[src/emc_pkg.sv]
// Package of constants and carrier types for the EPROM mode controller.
package emc_pkg;

    // ****************************************************************
    // Geometry
    // ****************************************************************
    localparam int unsigned ADDR_W = 16;
    localparam int unsigned DATA_W = 8;
    localparam logic [15:0] ADDR_LAST = 16'hFFFF;
    localparam logic [7:0]  ERASED_BYTE = 8'hFF;
    localparam int unsigned ID_SEL_BIT = 0;
    localparam int unsigned ID_MODE_BIT = 9;

    // ****************************************************************
    // Timing
    // ****************************************************************
    localparam int unsigned CLK_PERIOD_NS = 100;
    localparam int unsigned PROG_PULSE_NS = 100000;
    localparam int unsigned ACCESS_DELAY_NS = 250;
    localparam int unsigned VERIFY_DELAY_NS = 250;
    localparam int unsigned SETUP_NS = 100;
    localparam logic [9:0] PROG_PULSE_CYC = 10'(PROG_PULSE_NS / CLK_PERIOD_NS);
    localparam logic [9:0] ACCESS_CYC =
        10'((ACCESS_DELAY_NS + CLK_PERIOD_NS - 1) / CLK_PERIOD_NS);
    localparam logic [9:0] VERIFY_CYC =
        10'((VERIFY_DELAY_NS + CLK_PERIOD_NS - 1) / CLK_PERIOD_NS);
    localparam logic [9:0] SETUP_CYC =
        10'((SETUP_NS + CLK_PERIOD_NS - 1) / CLK_PERIOD_NS);
    localparam logic [4:0] MAX_PULSES = 5'h19;

    // ****************************************************************
    // Commands and states
    // ****************************************************************
    typedef enum logic [1:0] {
        EMC_CMD_READ = 2'b00,
        EMC_CMD_PROG = 2'b01,
        EMC_CMD_IDENT = 2'b10,
        EMC_CMD_CHECK = 2'b11
    } emc_cmd_t;

    typedef enum logic [2:0] {
        EMC_IDLE   = 3'b000,
        EMC_SETUP  = 3'b001,
        EMC_PULSE  = 3'b010,
        EMC_VERIFY = 3'b011,
        EMC_READ   = 3'b100,
        EMC_DONE   = 3'b101
    } emc_state_t;

    typedef struct packed {
        emc_cmd_t    cmd;
        logic [15:0] addr;
        logic [7:0]  data;
    } emc_req_t;

    typedef struct packed {
        logic [15:0] addr;
        logic [7:0]  data;
        logic        data_oe;
        logic        sel_n;
        logic        gate_n;
        logic        prog_supply;
        logic        ident_high;
    } emc_pins_t;

    typedef struct packed {
        emc_state_t  state;
        emc_req_t    req;
        logic [9:0]  cnt;
        logic [4:0]  pulses;
        logic [15:0] scan;
        logic [7:0]  rdata;
        logic        fail;
        logic        done;
        emc_pins_t   pins;
    } emc_regs_t;

endpackage

[src/emc_ctrl.sv]
// Host-side controller that reads, programs, verifies and identifies the EPROM.
`timescale 1ns/100ps
`default_nettype none
// What this block does
// - Controller drives all eight data bits at once while programming.
// - After setup, one 100 us low pulse on chip select writes a byte.
// - On mismatch pulse again, giving up after 25 pulses total.
// - Program-verify at each address right after each pulse; no final pass over all addresses.
// - Verify holds select and gate low; sample after verify delay.
// - Identify holds other address lines, select and gate low.
// - Select is per-device; gate is the common read strobe.
module emc_ctrl
    import emc_pkg::*;
(
    // Clock, reset, enable
    input  wire logic       clk_sys_i,
    input  wire logic       resetn_i,
    input  wire logic       clk_en_i,
    // Request side
    input  wire logic       req_valid_i,
    output logic            req_ready_o,
    input  wire emc_req_t   req_i,
    // Answer side
    output logic            rsp_valid_o,
    output logic [7:0]      rsp_data_o,
    output logic            rsp_fail_o,
    // Device pins
    output logic [15:0]     address_lines_o,
    input  wire logic [7:0] data_lines_i,
    output logic [7:0]      data_lines_o,
    output logic            data_lines_oe_o,
    output logic            sel_n_o,
    output logic            gate_n_o,
    output logic            prog_supply_o,
    output logic            identify_high_voltage_o
);

    // ****************************************************************
    // State
    // ****************************************************************
    emc_regs_t r_q;
    emc_regs_t r_d;

    // ****************************************************************
    // Helper functions
    // ****************************************************************
    // Odd parity check over a whole identifier byte.
    function automatic logic odd_parity(input logic [7:0] b);
        odd_parity = ^b;
    endfunction

    function automatic emc_pins_t idle_pins();
        emc_pins_t p;
        p = '0;
        p.sel_n = 1'b1;
        p.gate_n = 1'b1;
        idle_pins = p;
    endfunction

    // ****************************************************************
    // Next-state logic
    // ****************************************************************
    always_comb begin
        r_d = r_q;
        r_d.done = 1'b0;
        case (r_q.state)
            EMC_IDLE: begin
                r_d.pins = idle_pins();
                if (req_valid_i) begin
                    r_d.req = req_i;
                    r_d.pulses = '0;
                    r_d.fail = 1'b0;
                    r_d.scan = '0;
                    r_d.cnt = SETUP_CYC;
                    r_d.state = EMC_SETUP;
                    r_d.pins.addr = req_i.addr;
                    case (req_i.cmd)
                        EMC_CMD_PROG: begin
                            r_d.pins.prog_supply = 1'b1;
                            r_d.pins.data = req_i.data;
                            r_d.pins.data_oe = 1'b1;
                        end
                        EMC_CMD_IDENT: begin
                            // Only the byte-select line may be high here.
                            r_d.pins.addr = '0;
                            r_d.pins.addr[ID_SEL_BIT] = req_i.addr[ID_SEL_BIT];
                            r_d.pins.ident_high = 1'b1;
                        end
                        EMC_CMD_CHECK: r_d.pins.addr = '0;
                        default: ;
                    endcase
                end
            end
            EMC_SETUP: begin
                if (r_q.cnt > 10'h001) begin
                    r_d.cnt = r_q.cnt - 10'h001;
                end else if (r_q.req.cmd == EMC_CMD_PROG) begin
                    r_d.pins.sel_n = 1'b0;
                    r_d.cnt = PROG_PULSE_CYC;
                    r_d.pulses = r_q.pulses + 5'h01;
                    r_d.state = EMC_PULSE;
                end else begin
                    r_d.pins.sel_n = 1'b0;
                    r_d.pins.gate_n = 1'b0;
                    r_d.cnt = ACCESS_CYC;
                    r_d.state = EMC_READ;
                end
            end
            EMC_PULSE: begin
                if (r_q.cnt > 10'h001) begin
                    r_d.cnt = r_q.cnt - 10'h001;
                end else begin
                    // Drop supply and release data before driving gate low.
                    r_d.pins.sel_n = 1'b1;
                    r_d.pins.prog_supply = 1'b0;
                    r_d.pins.data_oe = 1'b0;
                    r_d.cnt = SETUP_CYC;
                    r_d.state = EMC_VERIFY;
                end
            end
            EMC_VERIFY: begin
                // Select still high means the settle wait after the pulse is running.
                // Keying on select lets the settle and verify counts share a value.
                if (r_q.pins.sel_n) begin
                    if (r_q.cnt > 10'h001) begin
                        r_d.cnt = r_q.cnt - 10'h001;
                    end else begin
                        r_d.pins.sel_n = 1'b0;
                        r_d.pins.gate_n = 1'b0;
                        r_d.cnt = VERIFY_CYC;
                    end
                end else if (r_q.cnt > 10'h001) begin
                    r_d.cnt = r_q.cnt - 10'h001;
                end else begin
                    r_d.rdata = data_lines_i;
                    r_d.pins = idle_pins();
                    r_d.pins.addr = r_q.req.addr;
                    if (data_lines_i == r_q.req.data) begin
                        r_d.state = EMC_DONE;
                    end else if (r_q.pulses >= MAX_PULSES) begin
                        r_d.fail = 1'b1;
                        r_d.state = EMC_DONE;
                    end else begin
                        r_d.pins.prog_supply = 1'b1;
                        r_d.pins.data = r_q.req.data;
                        r_d.pins.data_oe = 1'b1;
                        r_d.cnt = SETUP_CYC;
                        r_d.state = EMC_SETUP;
                    end
                end
            end
            EMC_READ: begin
                if (r_q.cnt > 10'h001) begin
                    r_d.cnt = r_q.cnt - 10'h001;
                end else if (r_q.req.cmd == EMC_CMD_CHECK) begin
                    // Blank check: any cleared bit means the part is not erased.
                    if (data_lines_i != ERASED_BYTE) begin
                        r_d.fail = 1'b1;
                    end
                    if (r_q.scan == ADDR_LAST) begin
                        r_d.pins = idle_pins();
                        r_d.state = EMC_DONE;
                    end else begin
                        r_d.scan = r_q.scan + 16'h0001;
                        r_d.pins.addr = r_q.scan + 16'h0001;
                        r_d.cnt = ACCESS_CYC;
                    end
                end else begin
                    r_d.rdata = data_lines_i;
                    if (r_q.req.cmd == EMC_CMD_IDENT) begin
                        r_d.fail = ~odd_parity(data_lines_i);
                    end
                    r_d.pins = idle_pins();
                    r_d.state = EMC_DONE;
                end
            end
            EMC_DONE: begin
                r_d.done = 1'b1;
                r_d.state = EMC_IDLE;
            end
            default: r_d.state = EMC_IDLE;
        endcase
    end

    // ****************************************************************
    // State register
    // ****************************************************************
    always_ff @(posedge clk_sys_i) begin
        if (!resetn_i) begin
            r_q <= '0;
            r_q.state <= EMC_IDLE;
            r_q.pins.sel_n <= 1'b1;
            r_q.pins.gate_n <= 1'b1;
        end else if (clk_en_i) begin
            r_q <= r_d;
        end
    end

    // ****************************************************************
    // Outputs
    // ****************************************************************
    // Ready follows the enable, so a frozen block never takes a request.
    assign req_ready_o = (r_q.state == EMC_IDLE) && clk_en_i;
    assign rsp_valid_o = r_q.done;
    assign rsp_data_o = r_q.rdata;
    assign rsp_fail_o = r_q.fail;
    assign address_lines_o = r_q.pins.addr;
    assign data_lines_o = r_q.pins.data;
    assign data_lines_oe_o = r_q.pins.data_oe;
    assign sel_n_o = r_q.pins.sel_n;
    assign gate_n_o = r_q.pins.gate_n;
    assign prog_supply_o = r_q.pins.prog_supply;
    assign identify_high_voltage_o = r_q.pins.ident_high;

endmodule
`default_nettype wire

[config.mk]
export PLATFORM = sky130hd
export DESIGN_NAME = emc_ctrl
export DESIGN_NICKNAME = d
export VERILOG_FILES = /design/src/emc_pkg.sv /design/src/emc_ctrl.sv
export SDC_FILE = /design/constraint.sdc
export NUM_CORES = 1
export LEC_CHECK = 0
export ABC_CLOCK_PERIOD_IN_PS = 2600
export BUFFER_PORTS_ARGS = -buffer_cell sky130_fd_sc_hd__buf_2
export CAP_MARGIN = 15
export CORE_UTILIZATION = 40
export DETAILED_ROUTE_END_ITERATION = 10
export GPL_TIMING_DRIVEN = 0
export PLACE_DENSITY_LB_ADDON = 0.08
export SLEW_MARGIN = 20
export SYNTH_ARGS = -nofsm -noshare
export SYNTH_HDL_FRONTEND = slang
export SYNTH_SLANG_ARGS = --single-unit
[constraint.sdc]
create_clock -name clk_sys_i -period 2.6 [get_ports clk_sys_i]
set_clock_uncertainty 0.05 [all_clocks]
set_input_delay 0.52 -clock clk_sys_i [delete_from_list [all_inputs] [get_ports clk_sys_i]]
set_output_delay 0.52 -clock clk_sys_i [all_outputs]
set_load 0.05 [all_outputs]
==> out/results.md <==
| Item | This run | Unit |
|---|---|---|
| Horizontal die dimension | 118 | um |
| Launch point of the worst hold path | req_i[9] | - |
| GR Util All Layers | 24.5 | % |
| TritonRoute pass-1 iters | 5 | - |
| Largest family of logic cells by synthesized area | simple AND/OR/NAND/NOR gates | - |
| Worst Path Arrival | 2.86 | ns |
| Clock buffer depth | 2 | - |
| Wire length reported by the detailed router | 17100 | um |
| Cells along the critical path | or4_4, or4_4, clkinv_4, buf_8, buf_6, ha_4, and2_4, a221oi_4, buf_12, nand2b_4, o21ai_1 | - |
| Proportion of layout cells with a drive suffix above 1 | 30.6 | % |
| Vias | 5465 | - |
| Sequential-to-total area share from yosys stat | 36.2 | % |
| Fin worst setup slack | -0.0249 | ns |
| Core Footprint | 0.0132 | sq mm |
| Clock latency reported for the late side of the worst-skew pair | 0.36 | ns |
| Post-synthesis instance area | 0.00543 | sq mm |
| Synthesized flop and latch total | 98 | - |
| Post-synthesis async set-or-reset flop share | 0 | % |
| Cell type contributing the most total cell area after synthesis | dfxtp_1 | - |
| Final core utilization | 53.1 | % |
| Worst max-slew margin expressed relative to the limit | 42.2 | % |
| Nets in the synthesized netlist | 733 | - |
| Instance count of the mapped netlist | 685 | - |
| Clock sink total | 98 | - |
| Setup repair after global routing missed its margin | yes | - |
| Number of buffers and inverters on the critical path | 4 | - |
| Count of buffers inserted at the top-level ports | 75 | - |
| Remaining antenna violation count after routing | 0 | - |
| Layout net count | 844 | - |
| Number of H-tree levels | 3 | - |
| Mux share of post-synthesis cell area | 2.58 | % |
| Worst setup path startpoint | r_q[64] | - |
| Startpoint-to-endpoint class of the critical path | reg -> reg | - |
| Area growth from synthesis to layout | 29.5 | % |
| Post-CTS clock slew at the launch and capture registers of the worst setup and hold paths | 0.07 | ns |
| Full die area | 0.0140 | sq mm |
| Ratio of routed vias to standard cells | 5.59 | - |
| Violation count after the first detailed-route iteration | 526 | - |
| Setup WS pre-CTS | -0.638 | ns |
| Worst Path Required | 2.83 | ns |
| Share of the synthesized area in the top cell type | 36.2 | % |
| Die height | 118 | um |
| Synth Area per Inst | 7.92 | sq um |
| Simple logic cell fraction of the synthesized area | 22.6 | % |
| Status | finished with violations | - |
| MaxCap Viol Count | 0 | - |
| Global route overflow | 0 | - |
| Violations in the final reports | setup timing | - |
| Distinct cell type count after synthesis | 63 | - |
| Global placement routability congestion | 0.897 | - |
| Synth top area cells | dfxtp_1 (36%), nand2_1 (7.3%), a21oi_1 (5.9%) | - |
| Post-synthesis adder-cell area fraction | 2.31 | % |
| Post-DP HPWL | 12000 | um |
| Share of the synthesized area in compound gates (AO/OA/AOI/OAI) | 21.8 | % |
| Initial Utilization | 41.0 | % |
| Cell type of the slowest stage on the worst timing path | or4_4 | - |
| Detailed-route wire length per cell | 17.5 | um |
| Crit start category | flop | - |
| Antenna violations before repair | 0 | - |
| Startpoint of the worst-slack reg-to-reg timing path | r_q[64] | - |
| Period utilization | 101 | % |
| Vias in the first global route | 5102 | - |
| TritonCTS clock tree | done | - |
| Worst supply voltage drop on vdd | 278 | uV |
| Lkg Pwr | 0.00275 | uW |
| Pins over their slew limit | 0 | - |
| Inst Count DP | 936 | - |
| Slew at the pin with the worst max-slew slack | 0.856 | ns |
| Total clock buffers created by CTS | 9 | - |
| Finished Layout Cells | 977 | - |
| Worst min-delay path category | in -> reg | - |
| Minimum clock period after layout | 2.62 | ns |
| Peak Freq | 381 | MHz |
| Number of synthesized flops with an enable pin | 0 | - |
| Number of cell rows | 42 | - |
| I/O pin cnt | 78 | - |
| CP endpoint kind | flop | - |
| Top cell by count, worst path | or4_4 | - |
| Worst Path Max Fanout | 7 | - |
| Xor/xnor share of the synthesized area | 4.68 | % |
| DRC viols | 0 | - |
| Kind of cell with the highest combined delay on the critical path | simple AND/OR/NAND/NOR gates | - |
| Power per cell area | 601 | mW/mm^2 |
| Final number of hold-violating endpoints | 0 | - |
| Largest stage delay, worst path | 0.52 | ns |
| Dominant synthesized flop cell | dfxtp_1 | - |
| Root buffer cell | clkbuf_16 | - |
| Largest net degree at the start of global routing | 18 | - |
| Yosys warnings | 0 | - |
| # setup viols final | 5 | - |
| First-pass GRT wire length | 27000 | um |
| Antenna cells | 0 | - |
==> through the flow <==
step	TNS (ns)	hold WS, ns	total power [uW]	instance area (sq um)
2_1_floorplan	-1.25	0.386	2370	5490
3_3_place_gp	-25.77	0.391	2610	6080
3_5_place_dp	-27.42	0.400	2630	6080
4_1_cts	-5.56	0.354	4140	6760
5_1_grt	-1.34	0.364	4400	7030
6_report	-0.0551	0.357	4230	7030
==> logic make-up after synthesis <==
kind of cell | after synthesis
buf+inv | 94
simple gates | 257
xor+xnor | 29
mux | 14
flops | 98
compound gates | 183
fa+ha+maj | 10
==> routing by layer <==
metal	track usage, %	wire length (um)	vias up
met1	32.2	7860	2642
met3	2.99	675	27
met4	11.1	467	0
met2	40.2	8120	161
li1	-	-	2635
met5	0	0	-
==> where the power goes <==
part	total, uW	internal (uW)	switching [uW]
registers	1640	1580	59.5
logic	1180	461	722
clock network	1400	761	641
total	4230	2800	1420
==> synth_stat cells (all sizes together) (7+ instances only) <==
cell / n
nand2: 105
a22oi: 17
a21oi: 64
dfxtp: 98
nor2: 57
a311oi: 8
xnor2: 15
a31oi: 10
a211oi: 7
or4: 9
mux2i: 14
xor2: 14
o21ai: 35
nor3: 17
and3: 7
nand3: 16
a221oi: 10
inv: 16
clkbuf: 30
buf: 47
nand4: 9
ha: 10
==> repair_timing <==
item,4_1_cts,5_1_grt
gates cloned,2,1
hold buffers,0,0
hold endpoints to repair,0,0
setup endpoints to repair,86,88
pin swaps,16,20
resized for setup,63,58
buffers inserted,23,6
==> worst min-delay path, cell delays in order <==
cell and delay [ns]:
buf_2 0.10, nand2_1 0.05, a21oi_1 0.05
==> cells in the final DEF, fill, tap and decap left out, drive strengths merged, types with 3 or more instances in the layout <==
cell type and n:
a21oi 64, clkbuf 37, nor4 3, xor2 14
nor3 17, a31oi 10, nand2b 5, or3 6
nor2 57, nor3b 3, ha 10, nand2 105
a221oi 10, a21boi 3, a31o 3, nand3 16
a22oi 17, nand4 9, o21ai 35, dfxtp 98
nor2b 5, o211ai 3, xnor2 15, and3 7
o31ai 6, buf 150, a211oi 7, a311oi 8
and2 6, a211o 3, mux2i 14, or4 9
inv 19
==> final cells by class <==
type | instances | area, sq um
plain buffers | 70 | 492
clock buffers | 10 | 229
clock inverters | 6 | 73.8
fillers | 1292 | 6220
inverters | 17 | 68.8
multi-input cells | 493 | 3260
flip-flops and latches | 98 | 1970
well taps | 176 | 220
repair buffers | 107 | 708
==> final timing paths <==
path	cells past startpoint	slack, ns	to
max	11	-0.02	r_q[64]
min	3	0.36	r_q[79]
max reg2reg	11	-0.02	r_q[64]
min reg2reg	2	0.41	r_q[79]
==> registers in the layout, indices dropped and copies added, names as in the netlist <==
signal                   flops
r_q                         60
address_lines_o             16
data_lines_o                 8
rsp_data_o                   8
gate_n_o                     1
identify_high_voltage_o      1
prog_supply_o                1
rsp_fail_o                   1
rsp_valid_o                  1
sel_n_o                      1
No activity file was read; power rests on OpenSTA's default activity.
